==> config.mk <==
export PLATFORM = sky130hd
export DESIGN_NAME = sbac_arbiter
export DESIGN_NICKNAME = d
export VERILOG_FILES = /design/src/verilog/sbac_pkg.sv /design/src/verilog/sbac_arbiter.sv
export SDC_FILE = /design/constraint.sdc
export NUM_CORES = 1
export LEC_CHECK = 0
export BUFFER_PORTS_ARGS = -buffer_cell sky130_fd_sc_hd__buf_2
export CAP_MARGIN = 10
export CORE_UTILIZATION = 50
export CTS_BUF_LIST = sky130_fd_sc_hd__clkbuf_8
export DETAILED_ROUTE_END_ITERATION = 12
export GPL_TIMING_DRIVEN = 0
export PLACE_DENSITY = 0.72
export SKIP_CTS_REPAIR_TIMING = 1
export SYNTH_ARGS = -nofsm -noshare
export SYNTH_HDL_FRONTEND = slang
export SYNTH_SLANG_ARGS = --single-unit
==> constraint.sdc <==
create_clock -name ref_clk -period 5.3 [get_ports ref_clk]
set_clock_uncertainty 0.05 [all_clocks]
set_input_delay 0.265 -clock ref_clk [delete_from_list [all_inputs] [get_ports ref_clk]]
set_output_delay 0.265 -clock ref_clk [all_outputs]
set_load 0.1 [all_outputs]
==> src/verilog/sbac_pkg.sv <==
`default_nettype none
package sbac_pkg;
  // Register byte offsets
  localparam logic [3:0] OFS_CTRL = 4'h0;
  localparam logic [3:0] OFS_CNT_LOW = 4'h4;
  localparam logic [3:0] OFS_IRQ_STAT = 4'h8;
  localparam logic [3:0] OFS_IRQ_MASK = 4'hC;
  // Control register field positions
  localparam int BIT_MODE_HI = 7;
  localparam int BIT_MODE_LO = 6;
  localparam int BIT_LOST = 5;
  localparam int BIT_CLK_SEL = 4;
  localparam int BIT_DONE = 3;
  localparam int BIT_RUN = 2;
  localparam int BIT_OVF = 1;
  localparam int BIT_MSB = 0;
  // Interrupt status field positions
  localparam int IRQ_DONE = 0;
  localparam int IRQ_OVF = 1;
  localparam int IRQ_LOST = 2;
  localparam int IRQ_W = 3;
  // Reset values and counts
  localparam logic [7:0] RST_BYTE = 8'h00;
  localparam logic [8:0] CNT_ZERO = 9'h000;
  localparam logic [8:0] CNT_MAX = 9'h1FF;
  localparam logic [8:0] SMP_BUS = 9'h038;
  localparam logic [8:0] SMP_PRESC = 9'h008;
  localparam logic [1:0] DIV_LAST = 2'h3;
  // Arbiter modes
  typedef enum logic [1:0] {
    SBAC_MODE_IDLE = 2'h0,
    SBAC_MODE_MEAS = 2'h1,
    SBAC_MODE_ARB = 2'h2,
    SBAC_MODE_RSVD = 2'h3
  } sbac_mode_t;
  // Counter sequencer states
  typedef enum logic [3:0] {
    SBAC_ST_IDLE = 4'b0001,
    SBAC_ST_WAIT = 4'b0010,
    SBAC_ST_RUN = 4'b0100,
    SBAC_ST_DONE = 4'b1000
  } sbac_state_t;
  // Software-held control bits
  typedef struct packed {
    sbac_mode_t mode;
    logic clk_sel;
  } sbac_ctl_t;
endpackage
`default_nettype wire

==> src/verilog/sbac_arbiter.sv <==
`default_nettype none
// How it works
// [RULE1] Nine-bit counter plus separate overflow bit
// [RULE2] Mode field: idle, measure, arbitrate, reserved
// [RULE3] Mode bits writable, readable, reset to idle
// [RULE4] Lost flag cleared by writing upper mode zero
// [RULE5] Clock select: prescaler quarter or bus quarter
// [RULE6] Prescaler source picked by configuration bit
// [RULE7] Finished flag set at stop, write clears
// [RULE8] Running flag shows counter counting
// [RULE9] Overflow flag cleared by any control write
// [RULE10] Idle mode holds counter at zero
// [RULE11] Counter MSB readable, cleared by write
// [RULE12] Low byte register, cleared by write
// [RULE13] Bus-clock measure: falling edge to falling edge
// [RULE14] Prescaler measure: low level to rising edge
// [RULE15] Arbitrate: restart on transmit rise, sample receive
// [RULE16] Lost forces transmit high; early low resets
// [RULE17] Wrap from maximum sets sticky overflow
module sbac_arbiter #(
  parameter int AW = 4
) (
  input wire logic ref_clk,
  input wire logic rst_n,
  input wire logic [AW-1:0] reg_addr,
  input wire logic [7:0] reg_wdata,
  input wire logic reg_wr,
  input wire logic reg_rd,
  output logic [7:0] reg_rdata,
  input wire logic rx_pin,
  input wire logic serializer_tx_out,
  input wire logic baud_source_sel,
  input wire logic bus_presc_tick,
  input wire logic osc_presc_tick,
  output logic tx_pin,
  output logic irq
);
  sbac_pkg::sbac_ctl_t ctl_ff;
  sbac_pkg::sbac_state_t state_ff;
  logic [8:0] cnt_ff;
  logic [1:0] div_ff;
  logic [2:0] rx_q_ff;
  logic rx_st_ff;
  logic rx_prev_ff;
  logic tx_prev_ff;
  logic lost_ff;
  logic done_ff;
  logic ovf_ff;
  logic [sbac_pkg::IRQ_W-1:0] stat_ff;
  logic [sbac_pkg::IRQ_W-1:0] mask_ff;
  logic [7:0] rdata_ff;
  logic tx_pin_ff;
  logic irq_ff;

  logic ctrl_wr;
  logic presc_tick;
  logic base_tick;
  logic tick;
  logic rx_fall;
  logic rx_rise;
  logic tx_rise;
  logic tx_fall;
  logic is_meas;
  logic is_arb;
  logic running;
  logic start_ev;
  logic stop_ev;
  logic abort_ev;
  logic sample_ev;
  logic lost_set;
  logic ovf_set;
  logic [8:0] smp_val;
  logic [7:0] ctrl_view;
  logic [sbac_pkg::IRQ_W-1:0] ev_vec;
  sbac_pkg::sbac_mode_t wr_mode;

  assign ctrl_wr = reg_wr && (reg_addr == sbac_pkg::OFS_CTRL);
  assign wr_mode = sbac_pkg::sbac_mode_t'(reg_wdata[sbac_pkg::BIT_MODE_HI:sbac_pkg::BIT_MODE_LO]);
  assign is_meas = (ctl_ff.mode == sbac_pkg::SBAC_MODE_MEAS);
  assign is_arb = (ctl_ff.mode == sbac_pkg::SBAC_MODE_ARB);
  assign running = (state_ff == sbac_pkg::SBAC_ST_RUN);
  // [RULE6] Prescaler source select
  assign presc_tick = baud_source_sel ? osc_presc_tick : bus_presc_tick;
  // [RULE5] Counter clock select
  assign base_tick = ctl_ff.clk_sel ? presc_tick : 1'b1;
  assign tick = base_tick && (div_ff == sbac_pkg::DIV_LAST);
  assign rx_fall = rx_prev_ff && !rx_st_ff;
  assign rx_rise = !rx_prev_ff && rx_st_ff;
  assign tx_rise = !tx_prev_ff && serializer_tx_out;
  assign tx_fall = tx_prev_ff && !serializer_tx_out;
  assign smp_val = ctl_ff.clk_sel ? sbac_pkg::SMP_PRESC : sbac_pkg::SMP_BUS;
  // [RULE13] [RULE14] Measurement start, and arbitration start on transmit rise
  assign start_ev = (state_ff == sbac_pkg::SBAC_ST_WAIT) && !ctrl_wr &&
                    ((is_meas && (ctl_ff.clk_sel ? !rx_st_ff : rx_fall)) ||
                     (is_arb && tx_rise));
  // [RULE13] [RULE14] Measurement stop
  assign stop_ev = running && is_meas && !ctrl_wr &&
                   (ctl_ff.clk_sel ? rx_rise : rx_fall);
  // [RULE16] Early transmit low aborts the bit
  assign abort_ev = running && is_arb && !ctrl_wr && tx_fall && !lost_ff;
  // [RULE15] Sample receive as the count reaches the sample point
  assign sample_ev = running && is_arb && !ctrl_wr && tick && !tx_rise &&
                     (cnt_ff == smp_val - 9'h001);
  assign lost_set = sample_ev && !rx_st_ff;
  // [RULE17] Wrap detect
  // A stop or restart on the same tick freezes or clears the count, so no wrap
  assign ovf_set = running && tick && !ctrl_wr && !stop_ev && !abort_ev &&
                   !(is_arb && tx_rise) &&
                   (cnt_ff == sbac_pkg::CNT_MAX);

  // Receive pin synchroniser and stable level
  always_ff @(posedge ref_clk or negedge rst_n) begin
    if (!rst_n) begin
      rx_q_ff <= 3'h7;
      rx_st_ff <= 1'b1;
      rx_prev_ff <= 1'b1;
    end else begin
      rx_q_ff <= {rx_q_ff[1:0], rx_pin};
      if (rx_q_ff[1] == rx_q_ff[2]) begin
        rx_st_ff <= rx_q_ff[2];
      end
      rx_prev_ff <= rx_st_ff;
    end
  end

  always_ff @(posedge ref_clk or negedge rst_n) begin
    if (!rst_n) begin
      tx_prev_ff <= 1'b1;
      div_ff <= 2'h0;
    end else begin
      tx_prev_ff <= serializer_tx_out;
      if (base_tick) begin
        div_ff <= div_ff + 2'h1;
      end
    end
  end

  // [RULE3] [RULE5] Mode and clock select bits
  always_ff @(posedge ref_clk or negedge rst_n) begin
    if (!rst_n) begin
      ctl_ff <= '{mode: sbac_pkg::SBAC_MODE_IDLE, clk_sel: 1'b0};
    end else if (ctrl_wr) begin
      ctl_ff <= '{mode: wr_mode, clk_sel: reg_wdata[sbac_pkg::BIT_CLK_SEL]};
    end
  end

  // [RULE2] [RULE8] Counter sequencer
  always_ff @(posedge ref_clk or negedge rst_n) begin
    if (!rst_n) begin
      state_ff <= sbac_pkg::SBAC_ST_IDLE;
    end else if (ctrl_wr) begin
      state_ff <= (wr_mode == sbac_pkg::SBAC_MODE_IDLE) ? sbac_pkg::SBAC_ST_IDLE
                                                         : sbac_pkg::SBAC_ST_WAIT;
    end else begin
      case (state_ff)
        sbac_pkg::SBAC_ST_IDLE: begin
          if (ctl_ff.mode != sbac_pkg::SBAC_MODE_IDLE) begin
            state_ff <= sbac_pkg::SBAC_ST_WAIT;
          end
        end
        sbac_pkg::SBAC_ST_WAIT: begin
          if (start_ev) begin
            state_ff <= sbac_pkg::SBAC_ST_RUN;
          end
        end
        sbac_pkg::SBAC_ST_RUN: begin
          if (stop_ev) begin
            state_ff <= sbac_pkg::SBAC_ST_DONE;
          end else if (abort_ev) begin
            state_ff <= sbac_pkg::SBAC_ST_WAIT;
          end
        end
        sbac_pkg::SBAC_ST_DONE: begin
          state_ff <= sbac_pkg::SBAC_ST_DONE;
        end
        default: begin
          state_ff <= sbac_pkg::SBAC_ST_IDLE;
        end
      endcase
    end
  end

  // [RULE1] [RULE10] [RULE11] [RULE12] Counter
  always_ff @(posedge ref_clk or negedge rst_n) begin
    if (!rst_n) begin
      cnt_ff <= sbac_pkg::CNT_ZERO;
    end else if (ctrl_wr || ctl_ff.mode == sbac_pkg::SBAC_MODE_IDLE) begin
      cnt_ff <= sbac_pkg::CNT_ZERO;
    end else if (abort_ev || (running && is_arb && tx_rise)) begin
      cnt_ff <= sbac_pkg::CNT_ZERO;
    end else if (start_ev) begin
      cnt_ff <= sbac_pkg::CNT_ZERO;
    end else if (running && tick && !stop_ev) begin
      cnt_ff <= cnt_ff + 9'h001;
    end
  end

  // [RULE7] [RULE9] [RULE17] Sticky flags, set wins over write clear
  always_ff @(posedge ref_clk or negedge rst_n) begin
    if (!rst_n) begin
      done_ff <= 1'b0;
      ovf_ff <= 1'b0;
    end else begin
      done_ff <= stop_ev || (done_ff && !ctrl_wr);
      ovf_ff <= ovf_set || (ovf_ff && !ctrl_wr);
    end
  end

  // [RULE4] Lost flag
  always_ff @(posedge ref_clk or negedge rst_n) begin
    if (!rst_n) begin
      lost_ff <= 1'b0;
    end else if (lost_set) begin
      lost_ff <= 1'b1;
    end else if (ctrl_wr && !reg_wdata[sbac_pkg::BIT_MODE_HI]) begin
      lost_ff <= 1'b0;
    end
  end

  // [RULE16] Transmit pin forced high while lost
  always_ff @(posedge ref_clk or negedge rst_n) begin
    if (!rst_n) begin
      tx_pin_ff <= 1'b1;
    end else begin
      tx_pin_ff <= serializer_tx_out || lost_ff;
    end
  end

  // Interrupt status, mask and output
  assign ev_vec = {lost_set, ovf_set, stop_ev};
  always_ff @(posedge ref_clk or negedge rst_n) begin
    if (!rst_n) begin
      stat_ff <= '0;
      mask_ff <= '0;
      irq_ff <= 1'b0;
    end else begin
      if (reg_wr && reg_addr == sbac_pkg::OFS_IRQ_STAT) begin
        stat_ff <= ev_vec | (stat_ff & ~reg_wdata[sbac_pkg::IRQ_W-1:0]);
      end else begin
        stat_ff <= ev_vec | stat_ff;
      end
      if (reg_wr && reg_addr == sbac_pkg::OFS_IRQ_MASK) begin
        mask_ff <= reg_wdata[sbac_pkg::IRQ_W-1:0];
      end
      irq_ff <= |(stat_ff & mask_ff);
    end
  end

  // [RULE11] Control register view
  assign ctrl_view = {ctl_ff.mode, lost_ff, ctl_ff.clk_sel, done_ff, running, ovf_ff,
                      cnt_ff[8]};

  // Register read port
  always_ff @(posedge ref_clk or negedge rst_n) begin
    if (!rst_n) begin
      rdata_ff <= sbac_pkg::RST_BYTE;
    end else if (!reg_rd) begin
      rdata_ff <= sbac_pkg::RST_BYTE;
    end else if (reg_addr == sbac_pkg::OFS_CTRL) begin
      rdata_ff <= ctrl_view;
    end else if (reg_addr == sbac_pkg::OFS_CNT_LOW) begin
      rdata_ff <= cnt_ff[7:0];
    end else if (reg_addr == sbac_pkg::OFS_IRQ_STAT) begin
      rdata_ff <= {5'h00, stat_ff};
    end else if (reg_addr == sbac_pkg::OFS_IRQ_MASK) begin
      rdata_ff <= {5'h00, mask_ff};
    end else begin
      rdata_ff <= sbac_pkg::RST_BYTE;
    end
  end

  assign reg_rdata = rdata_ff;
  assign tx_pin = tx_pin_ff;
  assign irq = irq_ff;
endmodule
`default_nettype wire

# Word-level counts from Yosys, hierarchy flattened
# Cells that the tools add are included.
word_totals:
  regBits: 43
  output_inout_bits: 10
  elab_cells: 124
classes:
  add_sub_neg: 3
  eq_ne: 16
  mux: 24
  n_bitwise: 5
  reduce_logical: 59
op_table:
  columns: ["cell", "n"]
  rows:
  - ["9-bit 2-to-1 mux", 4]
  - ["1-bit logical AND", 34]
  - ["8-bit 2-to-1 mux", 3]
  - ["4-bit 2-to-1 mux", 5]
  - ["4-bit case mux with 4 select lines", 1]
  - ["4-bit equality test (second input constant)", 3]
  - ["1-bit zero test", 11]
  - ["9-bit by 1-bit adder with 9-bit output (second input constant)", 1]
  - ["9-bit equality test", 1]
  - ["9-bit equality test (second input constant)", 1]
  - ["3-bit 2-to-1 mux", 3]
  - ["4-bit by 3-bit equality test with 1-bit output (second input constant)", 2]
  - ["6-bit by 1-bit subtractor with 7-bit output (second input constant)", 1]
  - ["3-bit AND", 2]
  - ["1-bit logical OR", 6]
  - ["1-bit 2-to-1 mux", 6]
  - ["6-bit 2-to-1 mux", 1]
  - ["3-bit inequality test (second input constant)", 2]
  - ["3-bit OR", 2]
  - ["2-bit equality test (second input constant)", 2]
  - ["4-bit by 1-bit equality test with 1-bit output (second input constant)", 1]
  - ["4-bit by 2-bit equality test with 1-bit output (second input constant)", 1]
  - ["2-bit zero test", 2]
  - ["4-bit zero test", 1]
  - ["other kinds (10)", 11]

# Depth between registers and ports, before layout
# Gate-level depths: netlist of the first run.
depth:
  depth_word: 12
  mapped_depth: 7
  ltp_nobuf: 7

# Worst setup path after synthesis of the first run
# OpenSTA, ideal clock, no wires.
synth_timing:
  path_type: "register -> register"
  from: "register state_ff[1]"
  to: "register cnt_ff[7]"
  setup_time_ps: 134
  t_arrival_ps: 1951
  required_ps: 5116
  slack_ps: 3164
  stages_incl_launch_ff: 7
  synth_period_minus_slack_ps: 2136
  cell_sequence: "dfrtp_1 or4b_4 a211o_1 buf_6 buf_2 o41ai_1 a21oi_1"
synth_between:
  elab_chain_len: 8
synth_lines:
  columns: ["element", "line", "source"]
  rows:
  - ["from (decl)", "sbac_arbiter.sv:39", "sbac_pkg::sbac_state_t state_ff;"]
  - ["from (signal assigned)", "sbac_arbiter.sv:150", "state_ff <= sbac_pkg::SBAC_ST_IDLE;"]
  - ["from (signal assigned)", "sbac_arbiter.sv:152", "state_ff <= (wr_mode == sbac_pkg::SBAC_MODE_IDLE) ? sbac_pkg::SBAC_ST_IDLE"]
  - ["from (signal assigned)", "sbac_arbiter.sv:158", "state_ff <= sbac_pkg::SBAC_ST_WAIT;"]
  - ["4-bit by 3-bit equality test with 1-bit output", "sbac_arbiter.sv:81", "assign running = (state_ff == sbac_pkg::SBAC_ST_RUN);"]
  - ["1-bit logical AND", "sbac_arbiter.sv:100, sbac_arbiter.sv:189", null]
  - ["1-bit logical AND (3 in series)", "sbac_arbiter.sv:100", "assign abort_ev = running && is_arb && !ctrl_wr && tx_fall && !lost_ff;"]
  - ["1-bit logical OR", "sbac_arbiter.sv:189", "end else if (abort_ev || (running && is_arb && tx_rise)) begin"]
  - ["9-bit 2-to-1 mux", "sbac_arbiter.sv:189", null]
  - ["9-bit 2-to-1 mux", "sbac_arbiter.sv:187", "end else if (ctrl_wr || ctl_ff.mode == sbac_pkg::SBAC_MODE_IDLE) begin"]
  - ["to (signal assigned)", "sbac_arbiter.sv:186", "cnt_ff <= sbac_pkg::CNT_ZERO;"]
  - ["to (signal assigned)", "sbac_arbiter.sv:188", "cnt_ff <= sbac_pkg::CNT_ZERO;"]
  - ["to (signal assigned)", "sbac_arbiter.sv:190", "cnt_ff <= sbac_pkg::CNT_ZERO;"]
  - ["to (decl)", "sbac_arbiter.sv:40", "logic [8:0] cnt_ff;"]
# Parallel ways exist; a longest one is shown, timed or not.
# A chain may end at the register's enable or synchronous reset.

# Final worst setup path of the first run
layout_timing:
  from: "register ctl_ff[0] (netlist name)"
  to: "register cnt_ff[3]"
layout_between:
  elab_chain_len: 7
layout_lines:
  columns: ["element", "line", "source"]
  rows:
  - ["from (decl)", "sbac_arbiter.sv:38", "sbac_pkg::sbac_ctl_t ctl_ff;"]
  - ["from (signal assigned)", "sbac_arbiter.sv:141", "ctl_ff <= '{mode: sbac_pkg::SBAC_MODE_IDLE, clk_sel: 1'b0};"]
  - ["from (signal assigned)", "sbac_arbiter.sv:143", "ctl_ff <= '{mode: wr_mode, clk_sel: reg_wdata[sbac_pkg::BIT_CLK_SEL]};"]
  - ["1-bit 2-to-1 mux", "sbac_arbiter.sv:94", "((is_meas && (ctl_ff.clk_sel ? !rx_st_ff : rx_fall)) ||"]
  - ["1-bit logical AND", "sbac_arbiter.sv:94", null]
  - ["1-bit logical OR", "sbac_arbiter.sv:94", null]
  - ["1-bit logical AND", "sbac_arbiter.sv:93", "assign start_ev = (state_ff == sbac_pkg::SBAC_ST_WAIT) && !ctrl_wr &&"]
  - ["9-bit 2-to-1 mux", "sbac_arbiter.sv:191", "end else if (start_ev) begin"]
  - ["9-bit 2-to-1 mux", "sbac_arbiter.sv:189", null]
  - ["9-bit 2-to-1 mux", "sbac_arbiter.sv:187", null]
  - ["to (signal assigned)", "sbac_arbiter.sv:188", null]
  - ["to (signal assigned)", "sbac_arbiter.sv:190", null]
  - ["to (signal assigned)", "sbac_arbiter.sv:192", "cnt_ff <= sbac_pkg::CNT_ZERO;"]
# Parallel ways exist; a longest one is shown, timed or not.

==> results of run 1 <==
[worst max-delay path: stages (launching register included)]
cell and delay [ns]:
dfrtp_1 0.36, clkbuf_1 0.21, or3b_2 0.54, a221oi_2 0.58, buf_2 0.34, nor4_1 0.08
o21ba_2 0.20
[cell families (layout without fill, tap and decap cells)]
group | after synthesis | count (layout) | share of synthesized area
flip-flops | 43 | 43 | 0.503
XOR/XNOR | 1 | 1 | 0.00405
buffers and inverters | 19 | 54 | 0.0376
adder cells (fa/ha/maj) | 4 | 4 | 0.0220
multiplexers | 10 | 10 | 0.0643
AO/OA/AOI/OAI | 50 | 50 | 0.158
AND/OR/NAND/NOR | 80 | 80 | 0.211
[path summary, 6_finish.rpt]
path	from	end	slack, ns	cells after the start
max reg2reg	ctl_ff[0]	cnt_ff[3]	2.84	6
min in group asynchronous	rst_n	state_ff[1]	0.05	1
max	ctl_ff[0]	cnt_ff[3]	2.84	6
min reg2reg	rx_q_ff[0]	rx_q_ff[1]	0.31	0
min	rx_pin	rx_q_ff[0]	0.02	1
max in group asynchronous	rst_n	ctl_ff[0]	4.57	1
[state kept, by name, indices dropped and copies added (netlist names), 2 cells and up]
signal     flops
rx_q_ff        3
ctl_ff         3
state_ff       4
stat_ff        3
mask_ff        3
reg_rdata      8
cnt_ff         9
div_ff         2
[cell usage in the layout, fill, tap and decap left out, types with 3 or more instances in the layout]
| cell type | synthesis | routed |
|---|---|---|
| buf_2 | 2 | 29 |
| or3b_2 | 4 | 4 |
| clkbuf_1 | 4 | 4 |
| nor4b_1 | 3 | 3 |
| nand3b_1 | 4 | 4 |
| dfrtp_1 | 35 | 35 |
| o31ai_1 | 4 | 4 |
| or4_1 | 4 | 4 |
| and3_1 | 4 | 4 |
| mux4_2 | 3 | 3 |
| or2_2 | 4 | 4 |
| nand2b_1 | 6 | 6 |
| ha_1 | 3 | 3 |
| nor2_1 | 15 | 15 |
| mux2i_1 | 6 | 6 |
| nand2_1 | 17 | 17 |
| nand3_1 | 5 | 5 |
| a21oi_1 | 13 | 13 |
| dfstp_2 | 8 | 8 |
| clkbuf_8 | 0 | 6 |
| o21ai_0 | 13 | 13 |
| nor3_1 | 3 | 3 |
| inv_1 | 11 | 11 |
[metrics by stage]
stage | worst slack [ns] | area [um2] | cells | util
floorplan | 3.16 | 2160 | 207 | -
global placement | 2.88 | 2360 | 284 | 0.577
detailed placement | 2.87 | 2360 | 284 | 0.577
CTS | 2.87 | 2480 | 292 | 0.606
global route | 2.69 | 2480 | 292 | 0.606
finish | 2.84 | 2480 | 292 | 0.606
[area by class of cell]
class,instances,area [um2],area share
sequential,43,1090,0.439
multi-input combinational,145,993,0.401
timing repair buffer,27,135,0.0546
clock buffer,6,82.6,0.0334
tap,50,62.6,0.0253
inverter,11,41.3,0.0167
buffer,8,40.0,0.0162
clock inverter,2,35.0,0.0141
[routing by layer]
layer,share of wire,vias to the layer above,GRT usage
li1,-,829,-
met1,0.49,807,0.318
met2,0.44,50,0.322
met3,0.060,7,0.0524
met4,0.014,0,0.0904
met5,0,-,0
[power by group]
group | internal (W) | total, W | switching [W]
logic | 0.0000691 | 0.000155 | 0.0000860
registers | 0.000368 | 0.000404 | 0.0000360
clock network | 0.000152 | 0.000262 | 0.000110
[cell usage after synthesis (4+ instances only)]
library cell / number / share of area
or4_1: 4 / 0.014
nand3_1: 5 / 0.012
and3_1: 4 / 0.012
or3b_2: 4 / 0.016
mux2i_1: 6 / 0.028
nand3b_1: 4 / 0.014
dfstp_2: 8 / 0.097
nand2_1: 17 / 0.030
or2_2: 4 / 0.012
nand2b_1: 6 / 0.017
dfrtp_1: 35 / 0.41
inv_1: 11 / 0.019
nor2_1: 15 / 0.026
o31ai_1: 4 / 0.014
clkbuf_1: 4 / 0.0069
o21ai_0: 13 / 0.030
a21oi_1: 13 / 0.030
==> impl_results.md, run 1 <==
- Status: completed
- Max VDD drop: 0.000214 V
- Critical Path AT: 2.60 ns
- Core Rows: 23
- Cells after Synth: around 210
- Register area share after synthesis: 0.503
- Synthesized flop and latch total: 43
- Overall Power: around 0.00082 W
- Crit path required time: ~5.5 ns
- Fillers: 362
- NumNets Final: 265
- Clk slew on worst S/H paths: approximately 0.080 ns
- I/O pin count: 31
- Number of max-cap violations: 0
- Largest net degree at the start of global routing: 44
- Htree depth: 2
- Critical path capture point type: flop
- TritonRoute pass-1 iters: 4
- Total track usage: 0.223
- Yosys synthesis warning count: 0
- CTS root buffer: clkbuf_8
- Hold Fails Final Rpt: 0
- Library cells used by synthesis: between 50 and 60
- Final period util: 0.464
- Chip height: 67.7 um
- Layout area overhead: 14.6%
- GP Congestion: 0.825
- Initial antenna violation count: 0
- DR vias: 1693
- Core box area: 0.00409 mm2
- Antenna-violating nets left: 0
- Final wirelength: between 4 and 5 mm
- Main flop type after synthesis: dfrtp_1
- Ant diodes: 0
- Hold WC Path Type: in2reg
- FFs w/ async S/R, synth: 1.00
- Drt drc: 0
- Starting Density: 0.529
- DP Wirelength: 3.19 mm
- DIE AREA: about 0.0046 mm2
- Post-Synthesis Cell Area: 0.00216 mm2
- CP startpoint kind: flop
- Number of DRC markers in iteration 0: 94
- TritonCTS Buffers: 5
- Rel. slew slack: 0.386
- CTS Buffer Depth: 2
- Drt wl/cell: 15.2 um
- Final setup violating endpoints: 0
- Clk Latency, worst-skew pair: 0.30 ns
- Post-synth EDFFs: 0
- Hold Slack: approximately 0.018 ns
- Measured slew at the worst slew-check pin: 0.922 ns
- RSZ-0062 raised after global routing: false
- Setup CP Type: reg2reg
- Synthesized Nets: between 200 and 250
- Buffers on Ports: 27
- GR Overflow Total: 0
- Worst-path maximum fanout: 10
- DR vias/cell: ~5.8
- Number of global-route vias before repair: 1573
- Slew Limit Fails: 0
- PwrDens: about 330 mW/mm2
- Post-Syn Area per Cell: 10.4 um2
- Max frequency: roughly 410 MHz
- Crit path time final: ~2.5 ns
- CTS tree: built
- Share of layout cells above drive strength 1: 0.252
- Die width: 67.7 um
- First-pass GRT wire length: about 7.4 mm
- Pleak: 1.11 nW
- CTS Sinks: between 40 and 50
- Setup TNS: 0 ns
Power figures use the tool's default switching activity.
==> run 2, diff against run 1 <==
Clock period 5.3 ns to 2.3 ns, I/O delays scaled along.
==> impl_results.md, run 2 (same netlist as run 1, synthesis figures left out) <==
- R2R Setup Slk: 0.05 ns (-2.80 ns)
- Critical Path AT: 2.42 ns (-0.18 ns)
- Hold Fails Final Rpt: 0 (unchanged)
- Number of flip-flops under the largest register name: 9 (unchanged)
- Measured slew at the worst slew-check pin: 0.917 ns (-0.00437 ns)
- DP Wirelength: 3.19 mm (unchanged)
- DIE AREA: 0.00459 mm2 (unchanged)
- Max frequency: 444 MHz (+9.0%)
- Hold EP: ctl_ff[2]
- CP max stage delay: 0.57 ns (about the same)
- Initial antenna violation count: 0 (unchanged)
- Number of max-cap violations: 0 (unchanged)
- CP startpoint kind: flop
- Worst-path maximum fanout: 10 (unchanged)
- Max VDD drop: 0.000558 V (+160%)
- Core box area: 0.00409 mm2 (unchanged)
- Slew Limit Fails: 0 (unchanged)
- Most common cell after layout, fill and taps aside: dfrtp_1
- I/O pin count: 31 (unchanged)
- Number of DRC markers in iteration 0: 165 (+76%)
- Share of layout cells above drive strength 1: 0.286 (+0.0336)
- Critical path capture point type: flop
- GP Congestion: 0.825 (unchanged)
- GR Overflow Total: 0 (unchanged)
- NumNets Final: 275 (+3.8%)
- TritonCTS Buffers: 5 (unchanged)
- Crit path launch: state_ff[1]
- R2R Path End: cnt_ff[5]
- Critical R2R Launch: state_ff[1]
- Most frequent cells in the layout: dfrtp_1, buf_2, nand2_1
- Buffers on Ports: 27 (unchanged)
- Core Rows: 23 (unchanged)
- Chip height: 67.7 um (unchanged)
- Placed cell areas: 0.00236 mm2 (unchanged)
- Final setup violating endpoints: 0 (unchanged)
- Crit path required time: 2.47 ns (-2.98 ns)
- RSZ-0062 raised after global routing: false
- DR vias: 1768 (+4.4%)
- Worst hold start: reg_wdata[7]
- Layout area overhead: 20.7%
- Reg area: 0.00109 mm2 (+0.12%)
- Final period util: 0.980 (+0.516)
- Hold WC Path Type: in2reg
- Setup CP Type: reg2reg
- Total track usage: 0.223 (unchanged)
- Worst path cell trace: or4b_4 > a211o_1 > buf_6 > or4_1 > a21oi_1
- First-pass GRT wire length: 7.42 mm (unchanged)
- Die width: 67.7 um (unchanged)
- Number of global-route vias before repair: 1573 (unchanged)
- PwrDens: 745 mW/mm2 (+120%)
- Reg2Reg Depth: 5 (-1)
- Final wirelength: 4.66 mm (+4.7%)
- Largest net degree at the start of global routing: 44 (unchanged)
- Drt wl/cell: 15.4 um (+1.3%)
- CTS tree: built
- Ant diodes: 0 (unchanged)
- CTS Sinks: 43 (unchanged)
- Crit path time final: 2.25 ns (-0.203 ns)
- Multi-input gate area: 0.00103 mm2 (+4.2%)
- Status: completed
- Antenna-violating nets left: 0 (unchanged)
- Hold path depth: 3 (+2)
- Setup TNS: 0 ns (unchanged)
- Clk slew on worst S/H paths: 0.08 ns (about the same)
- Htree depth: 2 (unchanged)
- DR vias/cell: 5.85 (+0.97%)
- Slowest cell on crit path: or4b_4
- Fin area: 0.00261 mm2 (+5.4%)
- Pleak: 1.16 nW (+4.5%)
- CTS root buffer: clkbuf_8
- Clk Latency, worst-skew pair: 0.30 ns (about the same)
- CTS Buffer Depth: 2 (unchanged)
- Drt drc: 0 (unchanged)
- Fillers: 340 (-6.1%)
- Starting Density: 0.529 (unchanged)
- TritonRoute pass-1 iters: 4 (unchanged)
- Most flop-heavy register: cnt_ff
- Rel. slew slack: 0.388 (+0.00291)
## run 2: layout make-up
cell class              instances  share of cell area
well taps                      50              0.0240
flip-flops and latches         43               0.417
multi-input cells             145               0.397
plain buffers                   8              0.0163
clock inverters                 2              0.0134
repair buffers                 37              0.0854
clock buffers                   6              0.0317
inverters                      11              0.0158
## run 2: critical path, delay by kind of cell (launching register included)
kind / cells / cell delay, ns
AND/OR/NAND/NOR: 2 / 1.07
buffers and inverters: 1 / 0.15
AO/OA/AOI/OAI: 2 / 0.46
flip-flops: 1 / 0.45
## run 2: worst max path at each step
stage | cells past startpoint | end | slack, ns
floorplan | 6 | cnt_ff[7] | 0.16
CTS | 6 | cnt_ff[3] | -0.13
global placement | 6 | cnt_ff[3] | -0.12
global route | 5 | cnt_ff[5] | 0.004
finish | 5 | cnt_ff[5] | 0.05
detailed placement | 6 | cnt_ff[3] | -0.13
## run 2: power by group
| part | switching, W | internal, W |
|---|---|---|
| Sequential | 0.0000886 | 0.000850 |
| Clock | 0.000256 | 0.000351 |
| Combinational | 0.000213 | 0.000184 |
| Total | 0.000557 | 0.00139 |
## run 2: routing by layer
layer  routed length [um]  global-route usage  vias up
met5                    0                   0        -
met4                   75              0.0904        0
met3                  236              0.0524        7
met2                 2160               0.322       59
met1                 2180               0.318      847
li1                     -                   -      855
## run 2: metrics by stage
stage | cells | hold slack [ns] | power [W] | worst slack, ns | util
5_1_grt | 302 | 0.0413 | 0.00204 | 0.00365 | 0.638
4_1_cts | 292 | -0.139 | 0.00191 | -0.134 | 0.606
6_report | 302 | 0.0170 | 0.00194 | 0.0459 | 0.638
3_5_place_dp | 284 | 0.173 | 0.00130 | -0.131 | 0.577
3_3_place_gp | 284 | 0.170 | 0.00129 | -0.116 | 0.577
2_1_floorplan | 207 | -0.231 | 0.00119 | 0.164 | -
==> run 3, diff against run 2 <==
Settings changed: ABC_AREA set to 1, CORE_ASPECT_RATIO set to 1.5, PLACE_DENSITY 0.72 to 0.8.
==> impl_results.md, run 3 <==
- Post-Synthesis Cell Area: 0.00232 mm2 (+7.4%)
- Final wirelength: 4.84 mm (+4.0%)
- Placed Instances: 374 (+32%)
- Most numerous cell in the Yosys netlist: nand2_1
- Number of max-cap violations: 0 (unchanged)
- Synthesized Nets: 322 (+39%)
- Critical Path AT: 1.94 ns (-0.48 ns)
- Post-layout util: 0.589 (-0.0495)
- Setup TNS: 0 ns (unchanged)
- Mux contribution to synthesized area: 0.00485 (-0.0594)
- Combinational fraction of design power: 0.238 (+0.034)
- Number of flip-flops under the largest register name: 9 (unchanged)
- First-pass GRT wire length: 8.10 mm (+9.2%)
- Sw frac: 0.336 (+0.0487)
- DP Wirelength: 3.61 mm (+13%)
- Combinational family with the most area after synthesis: simple AND/OR/NAND/NOR gates
- Hold Fails Final Rpt: 1 (+1)
- CTS root buffer: clkbuf_8
- Synth top area share: 0.378 (-0.0278)
- CTS Sinks: 43 (unchanged)
- Hold Slack: -0.00656 ns (-0.0235 ns)
- DR vias/cell: 5.22 (-11%)
- Adder-Cell Fraction of Synth Area: 0.0205 (-0.00151)
- Fin cells: 386 (+28%)
- Overall Power: 0.00184 W (-5.5%)
- Drt drc: 3 (+3)
- Ant diodes: 0 (unchanged)
- Core Rows: 30 (+30%)
- Antenna-violating nets left: 0 (unchanged)
- Max VDD drop: 0.000296 V (-47%)
- Total track usage: 0.217 (-0.00647)
- Pre-CTS setup slack: 0.560 ns (+0.691 ns)
- Clock power frac: 0.267 (-0.046)
- Number of DRC markers in iteration 0: 68 (-59%)
- Sequential power share: 0.495 (+0.012)
- Post-Syn Area per Cell: 7.78 um2 (-25%)
- Critical path capture point type: flop
- Register area share after synthesis: 0.468 (-0.0344)
- Final setup violating endpoints: 0 (unchanged)
- Most frequent cells in the layout: nand2_1, inv_1, dfrtp_1
- Starting Density: 0.515 (-0.0138)
- GP Congestion: 0.885 (+7.2%)
- Layout area overhead: 14.3%
- Main area contributors after synthesis: dfrtp_1, nand2_1, dfstp_2
- Post-synth EDFFs: 0 (unchanged)
- Post-synth top cells: nand2_1, inv_1, dfrtp_1
- I/O pin count: 31 (unchanged)
- Most flop-heavy register: cnt_ff
- Pleak: 1.44 nW (+24%)
- Share of layout cells above drive strength 1: 0.186 (-0.0993)
- Htree depth: 2 (unchanged)
- Synth area leader: dfrtp_1
- Clk slew on worst S/H paths: 0.09 ns (about the same)
- Setup CP Type: reg2reg
- CP startpoint kind: flop
- Net Sw Power: 0.000616 W (+11%)
- Fillers: 414 (+22%)
- XOR/XNOR Fraction of Synth Area: 0.00755 (+0.00350)
- Crit path time final: 1.75 ns (-0.504 ns)
- Buffers on Ports: 28 (+3.7%)
- Status: finished with violations
- Final Worst Setup Slack: 0.550 ns (+0.504 ns)
- Main flop type after synthesis: dfrtp_1
- DIE AREA: 0.00492 mm2 (+7.3%)
- GR Overflow Total: 0 (unchanged)
- DR vias: 2016 (+14%)
- TritonRoute pass-1 iters: 8 (+4)
- PwrDens: 692 mW/mm2 (-7.0%)
- Chip height: 85.4 um (+26%)
- Slew Limit Fails: 0 (unchanged)
- Worst-path maximum fanout: 10 (unchanged)
- NumNets Final: 361 (+31%)
- Library cells used by synthesis: 29 (-45%)
- Crit path required time: 2.49 ns (+0.02 ns)
- CTS tree: built
- Max frequency: 571 MHz (+29%)
- Pint: 0.00122 W (-12%)
- Most common cell after layout, fill and taps aside: nand2_1
- Yosys synthesis warning count: 0 (unchanged)
- CTS Buffer Depth: 2 (unchanged)
- Largest net degree at the start of global routing: 44 (unchanged)
- Simple-gate portion of the synthesized area: 0.348 (+0.137)
- Hold WC Path Type: in2reg
- Final period util: 0.761 (-0.219)
- TritonCTS Buffers: 5 (unchanged)
- Rel. slew slack: 0.389 (about the same)
- RSZ-0062 raised after global routing: false
- Drt wl/cell: 12.5 um (-19%)
- Initial antenna violation count: 0 (unchanged)
- Clk Latency, worst-skew pair: 0.30 ns (about the same)
- Failing checks: design-rule violations, negative hold slack
- Cells after Synth: 298 (+44%)
- Measured slew at the worst slew-check pin: 0.917 ns (-0.000349 ns)
- Synthesized flop and latch total: 43 (unchanged)
- Number of global-route vias before repair: 1945 (+24%)
- Die width: 57.6 um (-15%)
- FFs w/ async S/R, synth: 1.00 (unchanged)
- Core box area: 0.00450 mm2 (+10%)
- Compound-gate portion of the synthesized area: 0.0696 (-0.0885)
[run 3: per-layer routing]
metal,up-vias,share of wire,track usage
met3,14,0.032,0.0442
met4,0,0.028,0.120
met1,924,0.40,0.231
met5,-,0,0
met2,49,0.54,0.388
li1,1029,-,-
[run 3: layout make-up]
type,count,area (um2),share of cell area
Timing Repair Buffer,32,180,0.0679
Buffer,3,30.0,0.0113
Clock inverter,3,23.8,0.00896
Multi-Input combinational cell,210,1050,0.394
Tap cell,48,60.1,0.0226
Inverter,42,158,0.0594
Sequential cell,43,1090,0.409
Clock buffer,5,68.8,0.0259
[run 3: worst max-delay path, cell delays in order (launching register included)]
cell and delay (ns):
dfrtp_1 0.41, nor2_1 0.16, nand2_1 0.18, nor2_1 0.15, nand3_2 0.18, nand2_2 0.15, clkbuf_8 0.18, nor2_1 0.05
nand2_1 0.05, nand2_1 0.04, nor2_1 0.08
[run 3: path summary, 6_finish.rpt]
check / from / endpoint / slack (ns) / depth (start not counted)
hold reg to reg: rx_q_ff[0] / rx_q_ff[1] / 0.31 / 0
min in group asynchronous: rst_n / cnt_ff[3] / 0.43 / 2
max in group asynchronous: rst_n / cnt_ff[1] / 1.19 / 2
setup reg to reg: state_ff[1] / cnt_ff[7] / 0.55 / 10
setup / recovery: state_ff[1] / cnt_ff[7] / 0.55 / 10
hold / removal: reg_wdata[6] / ctl_ff[1] / -0.007 / 3
[run 3: cell families after synthesis]
kind of cell / after synthesis
multiplexers: 1
buffers and inverters: 45
XOR/XNOR: 2
adder cells (fa/ha/maj): 4
AND/OR/NAND/NOR: 172
flip-flops: 43
AO/OA/AOI/OAI: 31
[run 3: metrics by stage]
step	area (um2)	hold WS (ns)
2_1_floorplan	2320	-0.231
3_3_place_gp	2520	0.171
3_5_place_dp	2520	0.173
4_1_cts	2610	-0.144
5_1_grt	2650	0.0139
6_report	2650	-0.00656
[run 3: power groups by stage]
stage	Clock (W)	Combinational, W	Sequential [W]
floorplan	0	0.000293	0.000946
global placement	0	0.000417	0.000921
detailed placement	0	0.000431	0.000925
CTS	0.000500	0.000432	0.000910
global route	0.000525	0.000497	0.000921
finish	0.000490	0.000437	0.000910
